===== config.mk =====
export PLATFORM = sky130hd
export DESIGN_NAME = pfc_host
export DESIGN_NICKNAME = d
export VERILOG_FILES = /design/src/logic/pfc_pkg.sv /design/src/logic/pfc_timer.sv /design/src/logic/pfc_host.sv
export VERILOG_INCLUDE_DIRS = /design/src /design/src/logic
export SDC_FILE = /design/constraint.sdc
export NUM_CORES = 1
export LEC_CHECK = 0
export ABC_CLOCK_PERIOD_IN_PS = 5800
export BUFFER_PORTS_ARGS = -buffer_cell sky130_fd_sc_hd__buf_2
export CORE_UTILIZATION = 40
export CTS_BUF_LIST = sky130_fd_sc_hd__clkbuf_8
export CTS_CLUSTER_SIZE = 24
export DETAILED_ROUTE_END_ITERATION = 12
export SLEW_MARGIN = 20
export SYNTH_ARGS = -nofsm -noshare
export SYNTH_HDL_FRONTEND = slang
export SYNTH_SLANG_ARGS = --single-unit

===== constraint.sdc =====
create_clock -name clock -period 5.8 [get_ports clock]
set_input_delay 0.87 -clock clock [delete_from_list [all_inputs] [get_ports clock]]
set_output_delay 0.87 -clock clock [all_outputs]
set_load 0.005 [all_outputs]

===== src/logic/pfc_cfg.svh =====
// constants of the parallel flash host controller
`ifndef PFC_CFG_SVH
`define PFC_CFG_SVH
`define PFC_CLK_NS 40
`define PFC_ADDR_W 22
`define PFC_DATA_W 16
`define PFC_BANK_LSB 19
`define PFC_BANK_W 2
`define PFC_UNLOCK1_ADDR 22'h000555
`define PFC_UNLOCK2_ADDR 22'h0002aa
`define PFC_UNLOCK1_DATA 16'h00aa
`define PFC_UNLOCK2_DATA 16'h0055
`define PFC_ACCESS_NS 70
`define PFC_WRITE_PULSE_NS 35
`define PFC_WRITE_HIGH_NS 30
`define PFC_RESET_PULSE_NS 500
`define PFC_RESET_HIGH_NS 50
`define PFC_READY_NS 20000
`define PFC_CYC_MIN(ns) (((ns) + `PFC_CLK_NS - 1) / `PFC_CLK_NS)
`define PFC_CYC_MAX(ns) ((ns) < `PFC_CLK_NS ? 1 : (ns) / `PFC_CLK_NS)
`endif


===== src/logic/pfc_pkg.sv =====
// types of the parallel flash host controller
package pfc_pkg;
  typedef enum logic [1:0] {
    PFC_OP_READ,
    PFC_OP_WRITE,
    PFC_OP_PROGRAM,
    PFC_OP_RESET
  } pfc_op_t;

  typedef struct packed {
    pfc_op_t op;
    logic [21:0] addr;
    logic [15:0] data;
    logic byte_lsb;
  } pfc_req_t;

  typedef struct packed {
    logic chip_sel_n;
    logic out_gate_n;
    logic write_n;
    logic reset_n;
  } pfc_ctl_t;
endpackage : pfc_pkg


===== src/logic/pfc_timer.sv =====
// down counter that flags when a programmed wait has elapsed
`timescale 1ns/1ps
module pfc_timer (
  input wire logic clock,
  input wire logic rst,
  input wire logic load,
  input wire logic [15:0] count,
  output logic done
);
  logic [15:0] cnt_reg;

  always_ff @(posedge clock or posedge rst) begin
    if (rst) begin
      cnt_reg <= 16'h0000;
    end else if (load) begin
      cnt_reg <= count;
    end else if (cnt_reg != 16'h0000) begin
      cnt_reg <= cnt_reg - 16'h0001;
    end
  end

  // done must not depend on load: the caller derives load from done
  assign done = (cnt_reg == 16'h0000);
endmodule : pfc_timer


===== src/logic/pfc_host.sv =====
// host side controller that drives a parallel nor flash through its pins
`timescale 1ns/1ps
`include "pfc_cfg.svh"
module pfc_host
  import pfc_pkg::*;
#(
  parameter int READY_CYC = `PFC_CYC_MIN(`PFC_READY_NS)
) (
  input wire logic clock,
  input wire logic rst,
  input wire logic req_valid,
  input wire pfc_req_t req,
  input wire logic byte_mode,
  input wire logic accel_req,
  output logic req_ready,
  output logic rsp_valid,
  output logic [15:0] rsp_data,
  output logic busy,
  output pfc_ctl_t ctl,
  output logic [21:0] addr_out,
  output logic [15:0] data_out,
  output logic [15:0] data_oe,
  input wire logic [15:0] data_in,
  input wire logic ready_busy_n,
  output logic width_sel,
  output logic protect_accel_pin,
  output logic accel_high_voltage
);
  // all waits scale from configurable times
  localparam int ACC_CYC = `PFC_CYC_MIN(`PFC_ACCESS_NS);
  localparam int WP_CYC = `PFC_CYC_MIN(`PFC_WRITE_PULSE_NS);
  localparam int WH_CYC = `PFC_CYC_MIN(`PFC_WRITE_HIGH_NS);
  localparam int RP_CYC = `PFC_CYC_MIN(`PFC_RESET_PULSE_NS);
  localparam int RH_CYC = `PFC_CYC_MIN(`PFC_RESET_HIGH_NS);

  typedef enum logic [2:0] {
    ST_IDLE,
    ST_READ,
    ST_WLOW,
    ST_WHIGH,
    ST_RLOW,
    ST_RWAIT,
    ST_RHIGH
  } pfc_state_t;

  pfc_state_t state_reg;
  pfc_req_t cur_reg;
  logic [1:0] step_reg;
  logic [1:0] rb_meta_reg;
  logic [15:0] din_meta_reg;
  logic [15:0] din_reg;
  logic t_load;
  logic [15:0] t_count;
  logic t_done;
  logic rb_sync;
  logic [37:0] first_word, next_word;

  function automatic logic [15:0] cyc16(input int n);
    cyc16 = n[15:0];
  endfunction : cyc16

  // picks the word put on the bus for each write cycle of a sequence
  function automatic logic [37:0] seq_word(input pfc_req_t r, input logic [1:0] s);
    logic [37:0] w;
    w = {r.addr, r.data};
    if (r.op == PFC_OP_PROGRAM && s == 2'd0) w = {`PFC_UNLOCK1_ADDR, `PFC_UNLOCK1_DATA};
    if (r.op == PFC_OP_PROGRAM && s == 2'd1) w = {`PFC_UNLOCK2_ADDR, `PFC_UNLOCK2_DATA};
    return w;
  endfunction : seq_word

  pfc_timer u_timer (
    .clock(clock),
    .rst(rst),
    .load(t_load),
    .count(t_count),
    .done(t_done)
  );

  // words go out in order: unlock pair first unless accelerated, then the user word
  assign next_word = seq_word(cur_reg, 2'd0 - step_reg);
  assign first_word = seq_word(req, accel_req ? 2'd2 : 2'd0);

  // pin inputs pass two flip-flops
  always_ff @(posedge clock or posedge rst) begin
    if (rst) begin
      rb_meta_reg <= 2'b11;
      din_meta_reg <= 16'h0000;
      din_reg <= 16'h0000;
    end else begin
      rb_meta_reg <= {rb_meta_reg[0], ready_busy_n};
      din_meta_reg <= data_in;
      din_reg <= din_meta_reg;
    end
  end
  assign rb_sync = rb_meta_reg[1];

  always_comb begin
    t_load = 1'b0;
    t_count = 16'h0000;
    if (state_reg == ST_IDLE && req_valid) begin
      t_load = 1'b1;
      case (req.op)
        PFC_OP_READ: t_count = cyc16(ACC_CYC + 2);
        PFC_OP_RESET: t_count = cyc16(RP_CYC);
        default: t_count = cyc16(WP_CYC);
      endcase
    // recovery is counted once ready returns or the wait runs out
    end else if (state_reg == ST_RWAIT && (t_done || rb_sync)) begin
      t_load = 1'b1;
      t_count = cyc16(RH_CYC);
    end else if (t_done) begin
      case (state_reg)
        ST_WLOW: begin
          t_load = 1'b1;
          t_count = cyc16(WH_CYC);
        end
        ST_WHIGH: begin
          t_load = (step_reg != 2'd0);
          t_count = cyc16(WP_CYC);
        end
        ST_RLOW: begin
          t_load = 1'b1;
          t_count = cyc16(READY_CYC);
        end
        default: t_count = 16'h0000;
      endcase
    end
  end

  // sequencer for reads, command writes and hardware reset
  always_ff @(posedge clock or posedge rst) begin
    if (rst) begin
      state_reg <= ST_IDLE;
      cur_reg <= '0;
      step_reg <= 2'd0;
    end else begin
      case (state_reg)
        ST_IDLE: if (req_valid) begin
          cur_reg <= req;
          case (req.op)
            PFC_OP_READ: state_reg <= ST_READ;
            PFC_OP_RESET: state_reg <= ST_RLOW;
            // program: unlock pair then program pair; with acceleration the program pair only
            PFC_OP_PROGRAM: begin
              step_reg <= accel_req ? 2'd1 : 2'd3;
              state_reg <= ST_WLOW;
            end
            default: begin
              step_reg <= 2'd0;
              state_reg <= ST_WLOW;
            end
          endcase
        end
        ST_READ: if (t_done) state_reg <= ST_IDLE;
        ST_WLOW: if (t_done) state_reg <= ST_WHIGH;
        ST_WHIGH: if (t_done) begin
          if (step_reg == 2'd0) begin
            state_reg <= ST_IDLE;
          end else begin
            step_reg <= step_reg - 2'd1;
            state_reg <= ST_WLOW;
          end
        end
        ST_RLOW: if (t_done) state_reg <= ST_RWAIT;
        // wait for ready, or for the ready wait to run out, before counting recovery
        ST_RWAIT: if (t_done || rb_sync) state_reg <= ST_RHIGH;
        // after recovery the host may reissue interrupted work
        ST_RHIGH: if (t_done) state_reg <= ST_IDLE;
        default: state_reg <= ST_IDLE;
      endcase
    end
  end

  // pin drive, all from flip-flops
  always_ff @(posedge clock or posedge rst) begin
    if (rst) begin
      ctl <= '{chip_sel_n: 1'b1, out_gate_n: 1'b1, write_n: 1'b1, reset_n: 1'b0};
      addr_out <= 22'h000000;
      data_out <= 16'h0000;
      data_oe <= 16'h0000;
      width_sel <= 1'b1;
      protect_accel_pin <= 1'b1;
      accel_high_voltage <= 1'b0;
      req_ready <= 1'b0;
      busy <= 1'b1;
    end else begin
      // protect pin always driven; high voltage only with acceleration
      protect_accel_pin <= 1'b1;
      // acceleration puts the flash into bypass programming
      accel_high_voltage <= accel_req;
      // width select follows the requested mode
      width_sel <= !byte_mode;
      req_ready <= (state_reg == ST_IDLE) && !req_valid && !req_ready;
      busy <= !((state_reg == ST_IDLE) && !req_valid);
      ctl.reset_n <= !(state_reg == ST_RLOW && !t_done) && !(state_reg == ST_IDLE && req_valid &&
        req.op == PFC_OP_RESET);
      // read: select and gate low, write strobe high
      ctl.out_gate_n <= !((state_reg == ST_IDLE && req_valid && req.op == PFC_OP_READ) ||
        (state_reg == ST_READ && !t_done));
      // write: strobe and select low, gate high
      ctl.write_n <= !((state_reg == ST_WHIGH && t_done && step_reg != 2'd0) ||
        (state_reg == ST_WLOW && !t_done) ||
        (state_reg == ST_IDLE && req_valid && req.op != PFC_OP_READ && req.op != PFC_OP_RESET));
      // select dropped outside accesses lets the flash stand by
      ctl.chip_sel_n <= !((state_reg == ST_READ && !t_done) || state_reg == ST_WLOW ||
        (state_reg == ST_WHIGH && !(t_done && step_reg == 2'd0)) ||
        (state_reg == ST_IDLE && req_valid && req.op != PFC_OP_RESET));
      if (state_reg == ST_IDLE && req_valid) begin
        addr_out <= req.addr;
        data_out <= req.data;
      end else if (state_reg == ST_WHIGH && t_done && step_reg != 2'd0) begin
        addr_out <= next_word[37:16];
        data_out <= next_word[15:0];
      end
      if (state_reg == ST_IDLE && req_valid && req.op == PFC_OP_PROGRAM) begin
        addr_out <= first_word[37:16];
        data_out <= first_word[15:0];
      end
      // byte mode: line fifteen is the low address bit, lines 14..8 idle
      if (byte_mode) begin
        data_out[15] <= (state_reg == ST_IDLE) ? req.byte_lsb : cur_reg.byte_lsb;
      end
      if (state_reg == ST_IDLE && req_valid && req.op != PFC_OP_READ && req.op != PFC_OP_RESET) begin
        data_oe <= byte_mode ? 16'h80ff : 16'hffff;
      end else if (state_reg == ST_IDLE && req_valid && req.op == PFC_OP_READ) begin
        data_oe <= byte_mode ? 16'h8000 : 16'h0000;
      end else if ((state_reg == ST_WHIGH && t_done && step_reg == 2'd0) ||
                   (state_reg == ST_READ && t_done)) begin
        data_oe <= 16'h0000;
      end
    end
  end

  // read data returns after the access time plus synchroniser delay
  always_ff @(posedge clock or posedge rst) begin
    if (rst) begin
      rsp_valid <= 1'b0;
      rsp_data <= 16'h0000;
    end else begin
      rsp_valid <= (state_reg == ST_READ) && t_done;
      if ((state_reg == ST_READ) && t_done) begin
        rsp_data <= byte_mode ? {8'h00, din_reg[7:0]} : din_reg;
      end
    end
  end
endmodule : pfc_host


# Word level (Yosys, flattened, before mapping)
# Cells that the tools add are included.
# W data, S select, Z words.
classes:
  addsub: 3
  eq_ne: 20
  n_mux: 45
  n_reduce_logical: 64
ops:
  columns: ["op", "count"]
  rows:
  - ["$mux W16", 11]
  - ["$mux W38", 4]
  - ["$mux W22", 3]
  - ["$logic_and A1 B1 Y1", 24]
  - ["$mux W3", 6]
  - ["$mux W9", 2]
  - ["$pmux W3 S6", 1]
  - ["$pmux W9 S2", 1]
  - ["$logic_not A16 Y1", 1]
  - ["$reduce_bool A16 Y1", 1]
  - ["$sub A16 B1 Y16 const B", 1]
  - ["$mux W15", 1]
  - ["$ne A2 B2 Y1 const B", 7]
  - ["$mux W2", 6]
  - ["$logic_not A1 Y1", 11]
  - ["$eq A3 B3 Y1 const B", 3]
  - ["$logic_not A2 Y1", 4]
  - ["$logic_or A1 B1 Y1", 8]
  - ["$pmux W2 S2", 2]
  - ["$pmux W4 S2", 1]
  - ["$reduce_bool A2 Y1", 4]
  - ["$reduce_or A2 Y1", 4]
  - ["$eq A2 B2 Y1 const B", 3]
  - ["$eq A3 B2 Y1 const B", 2]
  - ["other kinds (14)", 21]
word_totals:
  reg_bits: 175
  inputBits: 63
  output_inout_bits: 80

# Depth between registers and ports, before layout
# Gate-level depths: netlist (run 1).
logic_depth:
  ltp_word: 9
  ltp_mapped: 9

# By module
# From an unflattened synthesis (run 1), not the netlist that was laid out.
hier_totals:
  hier_cells: 694
  hier_area_um2: 6905.4
by_module_without_submodules:
  columns: ["module", "instances", "cells_per_inst", "area_per_inst_um2"]
  rows:
  - ["pfc_host", 1, 586, 5923.2]
  - ["pfc_timer", 1, 108, 982.2]

# Least setup slack after synthesis (run 1)
# No wires, ideal clock.
synth_timing:
  path_type: "input-to-reg"
  from: "in req_valid"
  to: "reg addr_out[11]"
  t_arrival_ns: 2.135
  t_required_ns: 5.674
  setup_slack_ns: 3.540
  path_stages: 6
  cell_sequence: "or3b_1 -> a221oi_2 -> o21ai_2 -> buf_6 -> buf_6 -> a221o_1"
synth_between:
  elab_chain_len: 3
synth_rtl:
  columns: ["element", "line_no", "text"]
  rows:
  - ["start: declaration", "pfc_host.sv:11", "input wire logic req_valid,"]
  - ["$logic_and A1 B1 Y1 *", "pfc_host.sv:208, pfc_host.sv:215", null]
  - ["$mux W22 or $logic_and A1 B1 Y1 (tied branches)", "pfc_host.sv:208, pfc_host.sv:215", null]
  - ["$mux W22 or $reduce_bool A3 Y1 (tied branches)", null, null]
  - ["end signal: assignment", "pfc_host.sv:209", "addr_out <= req.addr;"]
  - ["end signal: assignment", "pfc_host.sv:212", "addr_out <= next_word[37:16];"]
  - ["end signal: assignment", "pfc_host.sv:216", "addr_out <= first_word[37:16];"]
  - ["end: declaration", "pfc_host.sv:20", "output logic [21:0] addr_out,"]
# Every way passes the cells marked *; elsewhere a longest branch is shown, timed or not.
# A chain may end at the register's enable or synchronous reset.

# Worst setup path in the final report (run 1)
layout_timing:
  from: "reg state_reg[2]"
  to: "reg data_out[9]"
layout_between:
  elab_chain_len: 4
layout_rtl:
  columns: ["element", "line_no", "text"]
  rows:
  - ["start: declaration", "pfc_host.sv:46", "pfc_state_t state_reg;"]
  - ["start signal: assignment", "pfc_host.sv:133", "state_reg <= ST_IDLE;"]
  - ["start signal: assignment", "pfc_host.sv:141", "PFC_OP_READ: state_reg <= ST_READ;"]
  - ["start signal: assignment", "pfc_host.sv:142", "PFC_OP_RESET: state_reg <= ST_RLOW;"]
  - ["$eq A3 B2 Y1 or $logic_not A3 Y1 (tied branches)", "pfc_host.sv:211, pfc_host.sv:208, pfc_host.sv:215", null]
  - ["$logic_and A1 B1 Y1, on equally long branches", "pfc_host.sv:211, pfc_host.sv:208, pfc_host.sv:215", null]
  - ["$logic_and A1 B1 Y1, or another cell as far along", "pfc_host.sv:211", "end else if (state_reg == ST_WHIGH && t_done && step_reg != 2'd0) begin"]
  - ["$reduce_bool A3 Y1 (no line) or $mux W16 (tied branches)", null, null]
  - ["end signal: assignment", "pfc_host.sv:210", "data_out <= req.data;"]
  - ["end signal: assignment", "pfc_host.sv:213", "data_out <= next_word[15:0];"]
  - ["end signal: assignment", "pfc_host.sv:217", "data_out <= first_word[15:0];"]
  - ["end: declaration", "pfc_host.sv:21", "output logic [15:0] data_out,"]
# Several ways; a longest one is shown, not always the timed one.

==> summary.txt, run 1 <==
Outcome
  – Status: finished, final reports clean

Placement
  – Dpl cells: 974
  – Area after DPL: 0.007672 mm2
  – Post-DP HPWL: 10.58 mm
  – Number of port buffers: 141
  – GP Congestion: 0.7956

Clock tree
  – CTS tree: yes
  – Postcts setup bufs: 0
  – CTS Root Cell: clkbuf_8
  – CTS Buf Count: 17
  – H-tree depth: 4
  – Reg clk slew, reported paths: 0.09 ns
  – # hold bufs at CTS: 0
  – CTS sink cnt: 162
  – Worst skew pair latency: 0.46 ns
  – Resized cells post-CTS: 0
  – Clk buf depth: 2

Layout
  – Fin util: 48.23%
  – Layout cells sized above 1: 26.97%
  – FF/Latch Area: 0.004063 mm2
  – Fillcell total: 1,591
  – Nets@finish: 846
  – Area growth, synth to finish: 16.80%
  – Post-Layout Cell Count: 1,007
  – Post-route cell area: 0.008083 mm2
  – Area occupied by multi-input gates: 0.002537 mm2
  – Largest register FFs: 41

GRT
  – GRT Total Usage: 18.71%
  – First-pass GRT wire length: 26.02 mm
  – Total gr overflow: 0
  – Vias in the first global route: 5,161
  – Antenna violations before repair: 1
  – Largest net degree at the start of global routing: 108

Synthesis
  – Post-synth EDFFs: 0
  – Post-synth cell types: 62
  – FFs w/ async S/R, synth: 100.0%
  – Post-Synthesis Cell Area: 0.006920 mm2
  – Synth area leaders: dfrtp_1 (56%), nand2_1 (9.1%), o21ai_0 (3.0%), dfstp_2 (2.7%), mux2_2 (2.4%)
  – Avg Cell Area, Syn: 10.45 um2
  – Post-synthesis sequential area ratio: 58.71%
  – Yosys reg bits: 162
  – Most common flop cell mapped by yosys: dfrtp_1
  – Yosys warning total: 0
  – Synth area leader: dfrtp_1
  – Mapped Cells: 662
  – Top-area cell type share of the netlist area: 56.05%
  – Synthesized Nets: 735

Floorplanning
  – Die width: 133.5 um
  – Initial core utilization: 41.29%
  – Total die area: 0.01783 mm2
  – Core Area: 0.01676 mm2
  – I/O pin count: 143
  – DIE HEIGHT: 133.5 um
  – # rows: 47

STA
  – Final worst clock skew: 0.01484 ns
  – Top achievable clock speed: 0.3420 GHz
  – Worst hold slack: 0.3494 ns
  – Setup-failing EPs final: 0
  – Slew Limit Fails: 0
  – RSZ-0062 raised after global routing: no
  – Fin crit share: 50.42%
  – Worst slew pin tran: 0.9424 ns
  – Slew headroom: 37.05%
  – Min cycle time layout: 2.924 ns
  – Setup tns final: 0 ns
  – Final hold vios: 0

Route
  – Post-route DRC violation count: 0
  – Vias per Instance: 5.137
  – Routed wire length: 15.60 mm
  – Post-route ant nets: 0
  – Detailed Route Iter0 Violations: 256
  – Wire per inst: 15.49 um
  – Via count: 5,173
  – Initial DRT Pass Iterations: 4

Setup path
  – Critical path data required time: 6.19 ns
  – R2R Path End: data_out[9]
  – CP arrival: 3.31 ns
  – CP endpoint kind: flop
  – Startpoint class of the critical path: flop
  – Setup crit start: state_reg[2]
  – Flop2flop setup slack: 2.88 ns
  – Crit-path max FO: 33
  – Cells on worst reg2reg path: 5
  – Critical path class: reg -> reg
  – Launching point of the worst reg2reg path: state_reg[2]

Power
  – Sw Pwr: 456.0 uW
  – Clock group share of total power: 41.4%
  – Logic pwr share: 3.0%
  – Power per cell area: 254.9 mW/mm2
  – Cell internal pwr: 1.605 mW
  – Pleak: 4.155 nW
  – Sequential share of power: 55.6%
  – Sw Share: 22.13%
  – Worst vdd rail ir drop: 0.2404 mV

Worst hold path
  – Hold Path End: din_reg[8]
  – Worst hold path type: reg -> reg
  – Hold path depth: 0
  – Hold Crit Start: din_meta_reg[8]

Job
  – Max-cap violations: 0
## synthesized netlist by cell type, types with 4 or more instances
cell type and instances:
a21oi_1 22, a221o_1 16, a31oi_1 11, buf_1 4
buf_2 12, buf_4 14, clkbuf_1 20, dfrtp_1 155
dfstp_2 7, ha_1 10, inv_1 15, mux2_2 15
nand2_1 168, nand2b_1 4, nand3_1 4, nor2_1 18
nor2b_1 11, nor3_1 24, nor4_1 5, o21ai_0 42
o31ai_1 10, or3_1 4, xnor2_1 8, xor2_1 4
## area by class of cell
type	count	area share, %
tap	220	3.406
multi-input combinational	432	31.39
inverter	15	0.7585
clock buffer	19	3.235
antenna	1	0.03096
timing repair buffer	145	9.102
clock inverter	13	1.811
sequential	162	50.26
## layout by cell type (no fill, tap or decap), types with 4 or more instances in the layout
cell	n
xnor2_1	8
a221o_1	16
buf_4	4
clkbuf_8	19
nor2b_1	11
buf_2	141
dfrtp_1	155
nor4_1	5
nor3_1	24
xor2_1	4
a31oi_1	11
nand2b_1	4
o21ai_0	42
inv_1	19
mux2_2	15
a21oi_1	22
nor2_1	18
or3_1	4
o31ai_1	10
dfstp_2	7
ha_1	10
nand2_1	168
## logic make-up after synthesis
family	synth area share, %
buffers and inverters	4.990
other	0.05419
AOI/OAI and AO/OA	12.62
DFF	58.71
and+or+nand+nor	17.00
adders and majority gates	1.808
muxes	3.309
xor gates and xnor gates	1.519
## stage by stage
| stage | worst slack [ns] | total power [mW] |
|---|---|---|
| floorplan | 0.5650 | 1.194 |
| global placement | 2.863 | 1.230 |
| detailed placement | 2.760 | 1.233 |
| CTS | 2.872 | 2.084 |
| global route | 2.584 | 2.143 |
| finish | 2.876 | 2.060 |
## worst max-delay path, stage by stage, from the launching register on
cell and delay (ns):
dfrtp_1 0.55, nor2_1 0.44, nand3_2 0.57, nor2_2 0.90, a221oi_1 0.22, a21oi_1 0.16
## layer usage
layer / vias to the layer above / routed length (um) / GRT usage (%) / share of wire, %
met5: - / 0 / 0 / 0
met4: 0 / 214 / 5.492 / 1.4
met3: 18 / 1130 / 6.279 / 7.2
met2: 167 / 7419 / 29.72 / 48
met1: 2512 / 6833 / 24.26 / 44
li1: 2476 / - / - / -
## power by group through the flow
stage / Combinational, mW / Sequential [mW] / Clock (mW)
after floorplan: 0.0268 / 1.17 / 0
after global placement: 0.0632 / 1.17 / 0
after detailed placement: 0.0648 / 1.17 / 0
after CTS: 0.0649 / 1.15 / 0.874
after global routing: 0.0716 / 1.15 / 0.925
final: 0.0628 / 1.15 / 0.853
## worst max path at each step
| stage | to | cells past startpoint |
|---|---|---|
| finish | data_out[9] | 5 |
| global route | data_out[8] | 5 |
| CTS | data_out[9] | 5 |
| detailed placement | data_out[9] | 7 |
| global placement | data_out[9] | 7 |
| floorplan | accel_high_voltage | 1 |
No activity file was read; power rests on OpenSTA's default activity.
==> run 2, diff against run 1 <==
--- a/config.mk
+++ b/config.mk
@@ -6,7 +6,8 @@
 export SDC_FILE = /design/constraint.sdc
 export NUM_CORES = 1
 export LEC_CHECK = 0
-export ABC_CLOCK_PERIOD_IN_PS = 5800
+export ABC_AREA = 1
+export ABC_CLOCK_PERIOD_IN_PS = 2960
 export BUFFER_PORTS_ARGS = -buffer_cell sky130_fd_sc_hd__buf_2
 export CORE_UTILIZATION = 40
 export CTS_BUF_LIST = sky130_fd_sc_hd__clkbuf_8
==> constraint.sdc (replaced) <==
create_clock -name clock -period 2.96 [get_ports clock]
set_input_delay 0.444 -clock clock [delete_from_list [all_inputs] [get_ports clock]]
set_output_delay 0.444 -clock clock [all_outputs]
set_load 0.005 [all_outputs]
==> run 2 against run 1 <==
Against the previous run: clock-buffer cell count shrank 2; global-route usage grew 0.20 points; synthesized cell count grew 31%; critical path type unchanged; clock skew is essentially flat; first-iteration DRC count grew 45%; maximum frequency grew 15%; largest power group unchanged; sequential power grew to 3.0 times the previous value; non-clock buffer count grew 4; combinational power grew to 51 times the previous value; via count grew 13%.
==> summary.txt, run 2 <==
Power
  – Sw Share: 40.01% (was 22.13%)
  – Power per cell area: 971.7 mW/mm2 (was 254.9 mW/mm2)
  – Clock group share of total power: 19.8% (was 41.4%)
  – Worst vdd rail ir drop: 0.3624 mV (was 0.2404 mV)
  – Cell internal pwr: 4.940 mW (was 1.605 mW)
  – Logic pwr share: 38.7% (was 3.0%)
  – Sw Pwr: 3.295 mW (was 456.0 uW)
  – Sequential share of power: 41.5% (was 55.6%)
  – Pleak: 4.620 nW (was 4.155 nW)

Clock tree
  – # hold bufs at CTS: 1 (was 0)
  – Reg clk slew, reported paths: 0.09 ns (about the same)
  – CTS Buf Count: 17 (unchanged)
  – H-tree depth: 4 (unchanged)
  – CTS sink cnt: 162 (unchanged)
  – Clk buf depth: 2 (unchanged)
  – Resized cells post-CTS: 0 (unchanged)
  – Worst skew pair latency: 0.46 ns (about the same)
  – Postcts setup bufs: 0 (unchanged)
  – CTS Root Cell: clkbuf_8 (unchanged)
  – CTS tree: yes (unchanged)

Synthesis
  – Adder-cell share of the synthesized area: 1.711% (was 1.808%)
  – Avg Cell Area, Syn: 8.466 um2 (was 10.45 um2)
  – Largest family of logic cells by synthesized area: simple AND/OR/NAND/NOR gates (unchanged)
  – Post-Synthesis Cell Area: 0.007315 mm2 (was 0.006920 mm2)
  – Post-synthesis sequential area ratio: 55.54% (was 58.71%)
  – Most common flop cell mapped by yosys: dfrtp_1 (unchanged)
  – Synth area leaders: dfrtp_1 (53%), nand2_1 (19%), nand3_1 (5.4%), nor2_1 (3.0%), dfstp_2 (2.5%) (was dfrtp_1 (56%), nand2_1 (9.1%), o21ai_0 (3.0%), dfstp_2 (2.7%), mux2_2 (2.4%))
  – Post-synth EDFFs: 0 (unchanged)
  – Mapped Cells: 864 (was 662)
  – Post-synthesis mux area share: 0% (was 3.309%)
  – FFs w/ async S/R, synth: 100.0% (unchanged)
  – Yosys warning total: 0 (unchanged)
  – Synthesized Nets: 937 (was 735)
  – Yosys reg bits: 162 (unchanged)
  – Top-area cell type share of the netlist area: 53.03% (was 56.05%)
  – Synth cell count leaders: nand2_1 (362), dfrtp_1 (155), nand3_1 (79) (was nand2_1 (168), dfrtp_1 (155), o21ai_0 (42))
  – Synth area leader: dfrtp_1 (unchanged)
  – Simple-gate share of the synthesized area: 29.90% (was 17.00%)
  – Synth Area in XOR/XNOR: 1.676% (was 1.519%)
  – Post-synth cell types: 37 (was 62)
  – Top-count cell post-synth: nand2_1 (unchanged)
  – Post-synthesis compound-gate area fraction: 4.294% (was 12.62%)

Job
  – Max-cap violations: 0 (unchanged)

Route
  – Detailed Route Iter0 Violations: 372 (was 256)
  – Routed wire length: 16.87 mm (was 15.60 mm)
  – Wire per inst: 13.74 um (was 15.49 um)
  – Initial DRT Pass Iterations: 4 (unchanged)
  – Vias per Instance: 4.767 (was 5.137)
  – Post-route DRC violation count: 0 (unchanged)
  – Post-route ant nets: 0 (unchanged)
  – Via count: 5,854 (was 5,173)

STA
  – Final worst clock skew: 0.01506 ns (was 0.01484 ns)
  – Slew headroom: 44.80% (was 37.05%)
  – RSZ-0062 raised after global routing: no (unchanged)
  – Worst slew pin tran: 0.8230 ns (was 0.9424 ns)
  – Setup tns final: 0 ns (unchanged)
  – Setup-failing EPs final: 0 (unchanged)
  – Top achievable clock speed: 0.3936 GHz (was 0.3420 GHz)
  – Final hold vios: 0 (unchanged)
  – Fin crit share: 85.84% (was 50.42%)
  – Slew Limit Fails: 0 (unchanged)
  – Min cycle time layout: 2.541 ns (was 2.924 ns)

Placement
  – GP Congestion: 0.8534 (was 0.7956)
  – Number of port buffers: 141 (unchanged)
  – Post-DP HPWL: 11.46 mm (was 10.58 mm)

Worst hold path
  – Hold Path End: din_meta_reg[4] (was din_reg[8])
  – Hold Crit Start: data_in[4] (was din_meta_reg[8])
  – Hold path depth: 1 (was 0)
  – Worst hold path type: in -> reg (was reg -> reg)

Layout
  – Most common cell after layout, fill and taps aside: nand2_1 (unchanged)
  – N_diodes: 0 (was 1)
  – Area growth, synth to finish: 15.86% (was 16.80%)
  – Commonest non-fill, non-tap cells in the layout: nand2_1 (362), dfrtp_1 (155), buf_2 (141) (was nand2_1 (168), dfrtp_1 (155), buf_2 (141))
  – Layout cells sized above 1: 21.32% (was 26.97%)
  – Nets@finish: 1,059 (was 846)
  – Largest register FFs: 41 (unchanged)
  – Fin util: 47.18% (was 48.23%)

GRT
  – Largest net degree at the start of global routing: 81 (was 108)
  – Vias in the first global route: 5,394 (was 5,161)
  – Total gr overflow: 0 (unchanged)
  – GRT Total Usage: 18.90% (was 18.71%)
  – First-pass GRT wire length: 27.36 mm (was 26.02 mm)
  – Antenna violations before repair: 1 (unchanged)

Setup path
  – Max incr delay on CP: 0.76 ns (was 0.90 ns)
  – CP arrival: 2.89 ns (was 3.31 ns)
  – Critical path class: reg -> reg (unchanged)
  – Cells on worst reg2reg path: 9 (was 5)
  – CP endpoint kind: flop (unchanged)
  – R2R Path End: data_out[15] (was data_out[9])
  – Crit-path leading delay family: simple AND/OR/NAND/NOR gates (unchanged)
  – Critical path data required time: 3.31 ns (was 6.19 ns)
  – Flop2flop setup slack: 0.42 ns (was 2.88 ns)
  – CP Cell Sequence: inv_2 -> nand2_1 -> nor2_4 -> nand3_1 -> clkinv_1 -> nand2_1 -> nand3_1 -> nand3_1 -> nand2_1 (was nor2_1 -> nand3_2 -> nor2_2 -> a221oi_1 -> a21oi_1)
  – Worst path bufs/invs: 2 (was 0)
  – Crit-path max FO: 27 (was 33)
  – Startpoint class of the critical path: flop (unchanged)
  – Crit-path slowest cell: clkinv_1 (was nor2_2)
  – Launching point of the worst reg2reg path: state_reg[0] (was state_reg[2])

Floorplanning
  – Core Area: 0.01796 mm2 (was 0.01676 mm2)
  – # rows: 49 (was 47)
  – Initial core utilization: 40.72% (was 41.29%)
  – Die width: 137.2 um (was 133.5 um)
  – DIE HEIGHT: 137.2 um (was 133.5 um)
  – I/O pin count: 143 (unchanged)
  – Total die area: 0.01883 mm2 (was 0.01783 mm2)

Outcome
  – Status: finished, final reports clean (unchanged)
run 2: metrics by stage:
step	total power, mW	area [um2]	hold slack [ns]	setup slack [ns]	std cells
after global routing	8.991	8474	0.03898	0.1259	1228
after floorplan	5.800	7318	0.3312	0.4649	864
after detailed placement	6.659	8068	0.3347	0.2930	1195
after global placement	6.616	8068	0.3323	0.3524	1195
after CTS	8.326	8474	0.04550	0.3806	1228
final	8.235	8474	0.08083	0.4192	1228
run 2: worst max path at each step:
stage / start / to / slack [ns] / cells past startpoint
after global placement: req[39] / data_out[15] / 0.35 / 9
after floorplan: rst / accel_high_voltage / 0.46 / 1
final: state_reg[0] / data_out[15] / 0.42 / 9
after CTS: state_reg[0] / data_out[15] / 0.38 / 9
after global routing: state_reg[0] / data_out[15] / 0.13 / 9
after detailed placement: req[39] / data_out[15] / 0.29 / 9
run 2: area by class of cell:
cell class                 instances  area [um2]
fill                            1793        9489
sequential                       162        4063
multi-input combinational        613        2758
timing repair buffer             149       805.8
tap                              229       286.5
clock buffer                      17       234.0
inverter                          43       165.2
clock inverter                    15       162.7
run 2: logic make-up (layout without fill, tap and decap cells):
kind of cell / after synthesis / after routing
and+or+nand+nor: 532 / 532
DFF: 162 / 162
AOI/OAI and AO/OA: 56 / 56
adders and majority gates: 10 / 10
buffers and inverters: 89 / 224
xor gates and xnor gates: 14 / 14
other: 1 / 1
run 2: metal layers:
metal / up-vias / GRT usage, % / routed length (um)
met3: 22 / 5.408 / 941
met4: 2 / 5.495 / 229
li1: 2961 / - / -
met1: 2722 / 25.91 / 8141
met2: 147 / 29.04 / 7547
met5: - / 0 / 10
run 2: power by group through the flow:
stage / registers, mW / logic [mW] / clock network (mW)
6_report: 3.42 / 3.18 / 1.63
5_1_grt: 3.52 / 3.69 / 1.78
4_1_cts: 3.42 / 3.22 / 1.69
3_5_place_dp: 3.45 / 3.21 / 0
3_3_place_gp: 3.45 / 3.17 / 0
2_1_floorplan: 3.42 / 2.38 / 0
==> run 3, diff against run 2 <==
--- a/config.mk
+++ b/config.mk
@@ -9,10 +9,11 @@
 export ABC_AREA = 1
 export ABC_CLOCK_PERIOD_IN_PS = 2960
 export BUFFER_PORTS_ARGS = -buffer_cell sky130_fd_sc_hd__buf_2
-export CORE_UTILIZATION = 40
+export CORE_UTILIZATION = 55
 export CTS_BUF_LIST = sky130_fd_sc_hd__clkbuf_8
 export CTS_CLUSTER_SIZE = 24
 export DETAILED_ROUTE_END_ITERATION = 12
+export PLACE_DENSITY = 0.8
 export SLEW_MARGIN = 20
 export SYNTH_ARGS = -nofsm -noshare
 export SYNTH_HDL_FRONTEND = slang
==> run 3 against run 2 <==
Against the previous run: final area about the same; critical path depth grew 3; clock power increased by 7%; maximum frequency rose by 6.9%; utilization increased by 19 points; worst setup slack improved by 0.16 ns; power grew 1.8%; combinational power up 1%; first-iteration DRC count rose by 31%; sequential power hardly changed; sequential cell count stayed put; critical endpoint is now data_out[1].
==> summary.txt, run 3 (synthesized netlist as in run 2, its figures left out) <==
Route
  – Vias per Instance: 5.103 (was 4.767)
  – Post-route DRC violation count: 0 (unchanged)
  – Routed wire length: 16.49 mm (was 16.87 mm)
  – Detailed Route Iter0 Violations: 489 (was 372)
  – Wire per inst: 14.03 um (was 13.74 um)
  – Post-route ant nets: 0 (unchanged)
  – Initial DRT Pass Iterations: 5 (was 4)
  – Via count: 5,996 (was 5,854)

Placement
  – Pre-CTS WS: 0.6271 ns (was 0.2930 ns)
  – Dpl cells: 1,143 (was 1,195)
  – Number of port buffers: 141 (unchanged)
  – GP Congestion: 0.9550 (was 0.8534)
  – Post-DP HPWL: 11.30 mm (was 11.46 mm)

Layout
  – Commonest non-fill, non-tap cells in the layout: nand2_1 (362), dfrtp_1 (155), buf_2 (141) (unchanged)
  – Nets@finish: 1,063 (was 1,059)
  – Post-Layout Cell Count: 1,175 (was 1,228)
  – N_diodes: 0 (unchanged)
  – Largest register FFs: 41 (unchanged)
  – Area growth, synth to finish: 15.77% (was 15.86%)
  – Layout cells sized above 1: 21.73% (was 21.32%)
  – Most common cell after layout, fill and taps aside: nand2_1 (unchanged)

Setup path
  – Critical path class: reg -> reg (unchanged)
  – CP arrival: 2.77 ns (was 2.89 ns)
  – CP endpoint kind: flop (unchanged)
  – Cells on worst reg2reg path: 12 (was 9)
  – Flop2flop setup slack: 0.58 ns (was 0.42 ns)
  – R2R Path End: data_out[1] (was data_out[15])
  – Startpoint class of the critical path: flop (unchanged)
  – Crit-path max FO: 29 (was 27)
  – Launching point of the worst reg2reg path: u_timer.cnt_reg[0] (was state_reg[0])
  – Critical path data required time: 3.35 ns (was 3.31 ns)

GRT
  – Grt met1 use: 33.88% (was 25.91%)
  – Total gr overflow: 0 (unchanged)
  – Antenna violations before repair: 0 (was 1)
  – Largest net degree at the start of global routing: 79 (was 81)
  – First-pass GRT wire length: 28.36 mm (was 27.36 mm)
  – GRT Total Usage: 26.02% (was 18.90%)
  – Vias in the first global route: 5,850 (was 5,394)
  – Grt met3 use: 6.955% (was 5.408%)
  – Met2 usage: 42.64% (was 29.04%)
  – Top Usage Layer GRT: met2 (unchanged)

Power
  – Pleak: 4.656 nW (was 4.620 nW)
  – Logic pwr share: 38.4% (was 38.7%)
  – Clock group share of total power: 20.8% (was 19.8%)
  – Cell internal pwr: 5.113 mW (was 4.940 mW)
  – Power per cell area: 990.1 mW/mm2 (was 971.7 mW/mm2)
  – Sw Share: 39.02% (was 40.01%)
  – Worst vdd rail ir drop: 0.4805 mV (was 0.3624 mV)
  – Sw Pwr: 3.271 mW (was 3.295 mW)
  – Sequential share of power: 40.9% (was 41.5%)

STA
  – Worst slew pin tran: 0.7431 ns (was 0.8230 ns)
  – Slew Limit Fails: 0 (unchanged)
  – Fin crit share: 80.30% (was 85.84%)
  – Setup tns final: 0 ns (unchanged)
  – Min cycle time layout: 2.377 ns (was 2.541 ns)
  – Setup-failing EPs final: 0 (unchanged)
  – Setup slack after layout: 0.5830 ns (was 0.4192 ns)
  – RSZ-0062 raised after global routing: no (unchanged)
  – Final hold vios: 0 (unchanged)
  – Slew headroom: 50.34% (was 44.80%)
  – Top achievable clock speed: 0.4207 GHz (was 0.3936 GHz)
  – Final worst clock skew: 0.009911 ns (was 0.01506 ns)

Clock tree
  – Postcts setup bufs: 0 (unchanged)
  – Worst skew pair latency: 0.46 ns (about the same)
  – Clk buf depth: 2 (unchanged)
  – CTS Buf Count: 17 (unchanged)
  – Resized cells post-CTS: 0 (unchanged)
  – # hold bufs at CTS: 0 (was 1)
  – H-tree depth: 4 (unchanged)
  – CTS sink cnt: 162 (unchanged)
  – Reg clk slew, reported paths: 0.09 ns (about the same)
  – CTS Root Cell: clkbuf_8 (unchanged)
  – CTS tree: yes (unchanged)

Outcome
  – Status: finished, final reports clean (unchanged)

Floorplanning
  – Core Area: 0.01277 mm2 (was 0.01796 mm2)
  – DIE HEIGHT: 117.3 um (was 137.2 um)
  – # rows: 41 (was 49)
  – Die width: 117.3 um (was 137.2 um)
  – I/O pin count: 143 (unchanged)
  – Total die area: 0.01376 mm2 (was 0.01883 mm2)
  – Initial core utilization: 57.26% (was 40.72%)

Job
  – Max-cap violations: 0 (unchanged)

Worst hold path
  – Worst hold path type: in -> async (was in -> reg)
## run 3: final cells by class
class | count | area [um2]
multi-input combinational | 613 | 2758
inverter | 43 | 165.2
clock buffer | 17 | 234.0
tap | 172 | 215.2
sequential | 162 | 4063
timing repair buffer | 153 | 833.3
fill | 1027 | 4305
clock inverter | 15 | 200.2
## run 3: layer usage
layer  vias to the layer above  part of all wire (%)
met4                         0                   1.3
li1                       2968                     -
met2                       216                    49
met1                      2795                    44
met5                         -                     0
met3                        17                   6.5
## run 3: worst max-delay path by stage
stage	startpoint	endpoint	slack (ns)	depth (start not counted)
3_3_place_gp	u_timer.cnt_reg[0]	data_out[1]	0.72	12
6_report	u_timer.cnt_reg[0]	data_out[1]	0.58	12
5_1_grt	u_timer.cnt_reg[0]	data_out[1]	0.32	12
4_1_cts	u_timer.cnt_reg[0]	data_out[1]	0.59	12
2_1_floorplan	rst	accel_high_voltage	0.46	1
3_5_place_dp	u_timer.cnt_reg[0]	data_out[1]	0.63	12
## run 3: power groups by stage
stage          Clock (mW)  Combinational, mW  Sequential [mW]
2_1_floorplan           0               2.38             3.42
3_3_place_gp            0               3.13             3.44
3_5_place_dp            0               3.21             3.45
4_1_cts              1.78               3.23             3.43
5_1_grt              1.87               3.71             3.52
6_report             1.74               3.22             3.43
## run 3: stage by stage
stage / util (%) / total power, mW / area [um2] / hold slack (ns)
3_5_place_dp: 62.90 / 6.663 / 8034 / 0.3347
2_1_floorplan: - / 5.800 / 7318 / 0.3312
4_1_cts: 66.29 / 8.436 / 8468 / 0.01565
6_report: 66.29 / 8.384 / 8468 / 0.02747
3_3_place_gp: 62.90 / 6.562 / 8034 / 0.3312
5_1_grt: 66.29 / 9.105 / 8468 / 0.03912
## run 3: critical path: stages, from the launching register on
cell,delay [ns]
dfrtp_1,0.42
inv_1,0.15
ha_1,0.21
inv_1,0.05
nor2_1,0.08
nand2_1,0.05
nor2_1,0.13
nand3_1,0.13
nand2_2,0.42
inv_2,0.38
nor2_1,0.17
nand2_1,0.06
nand2_1,0.06
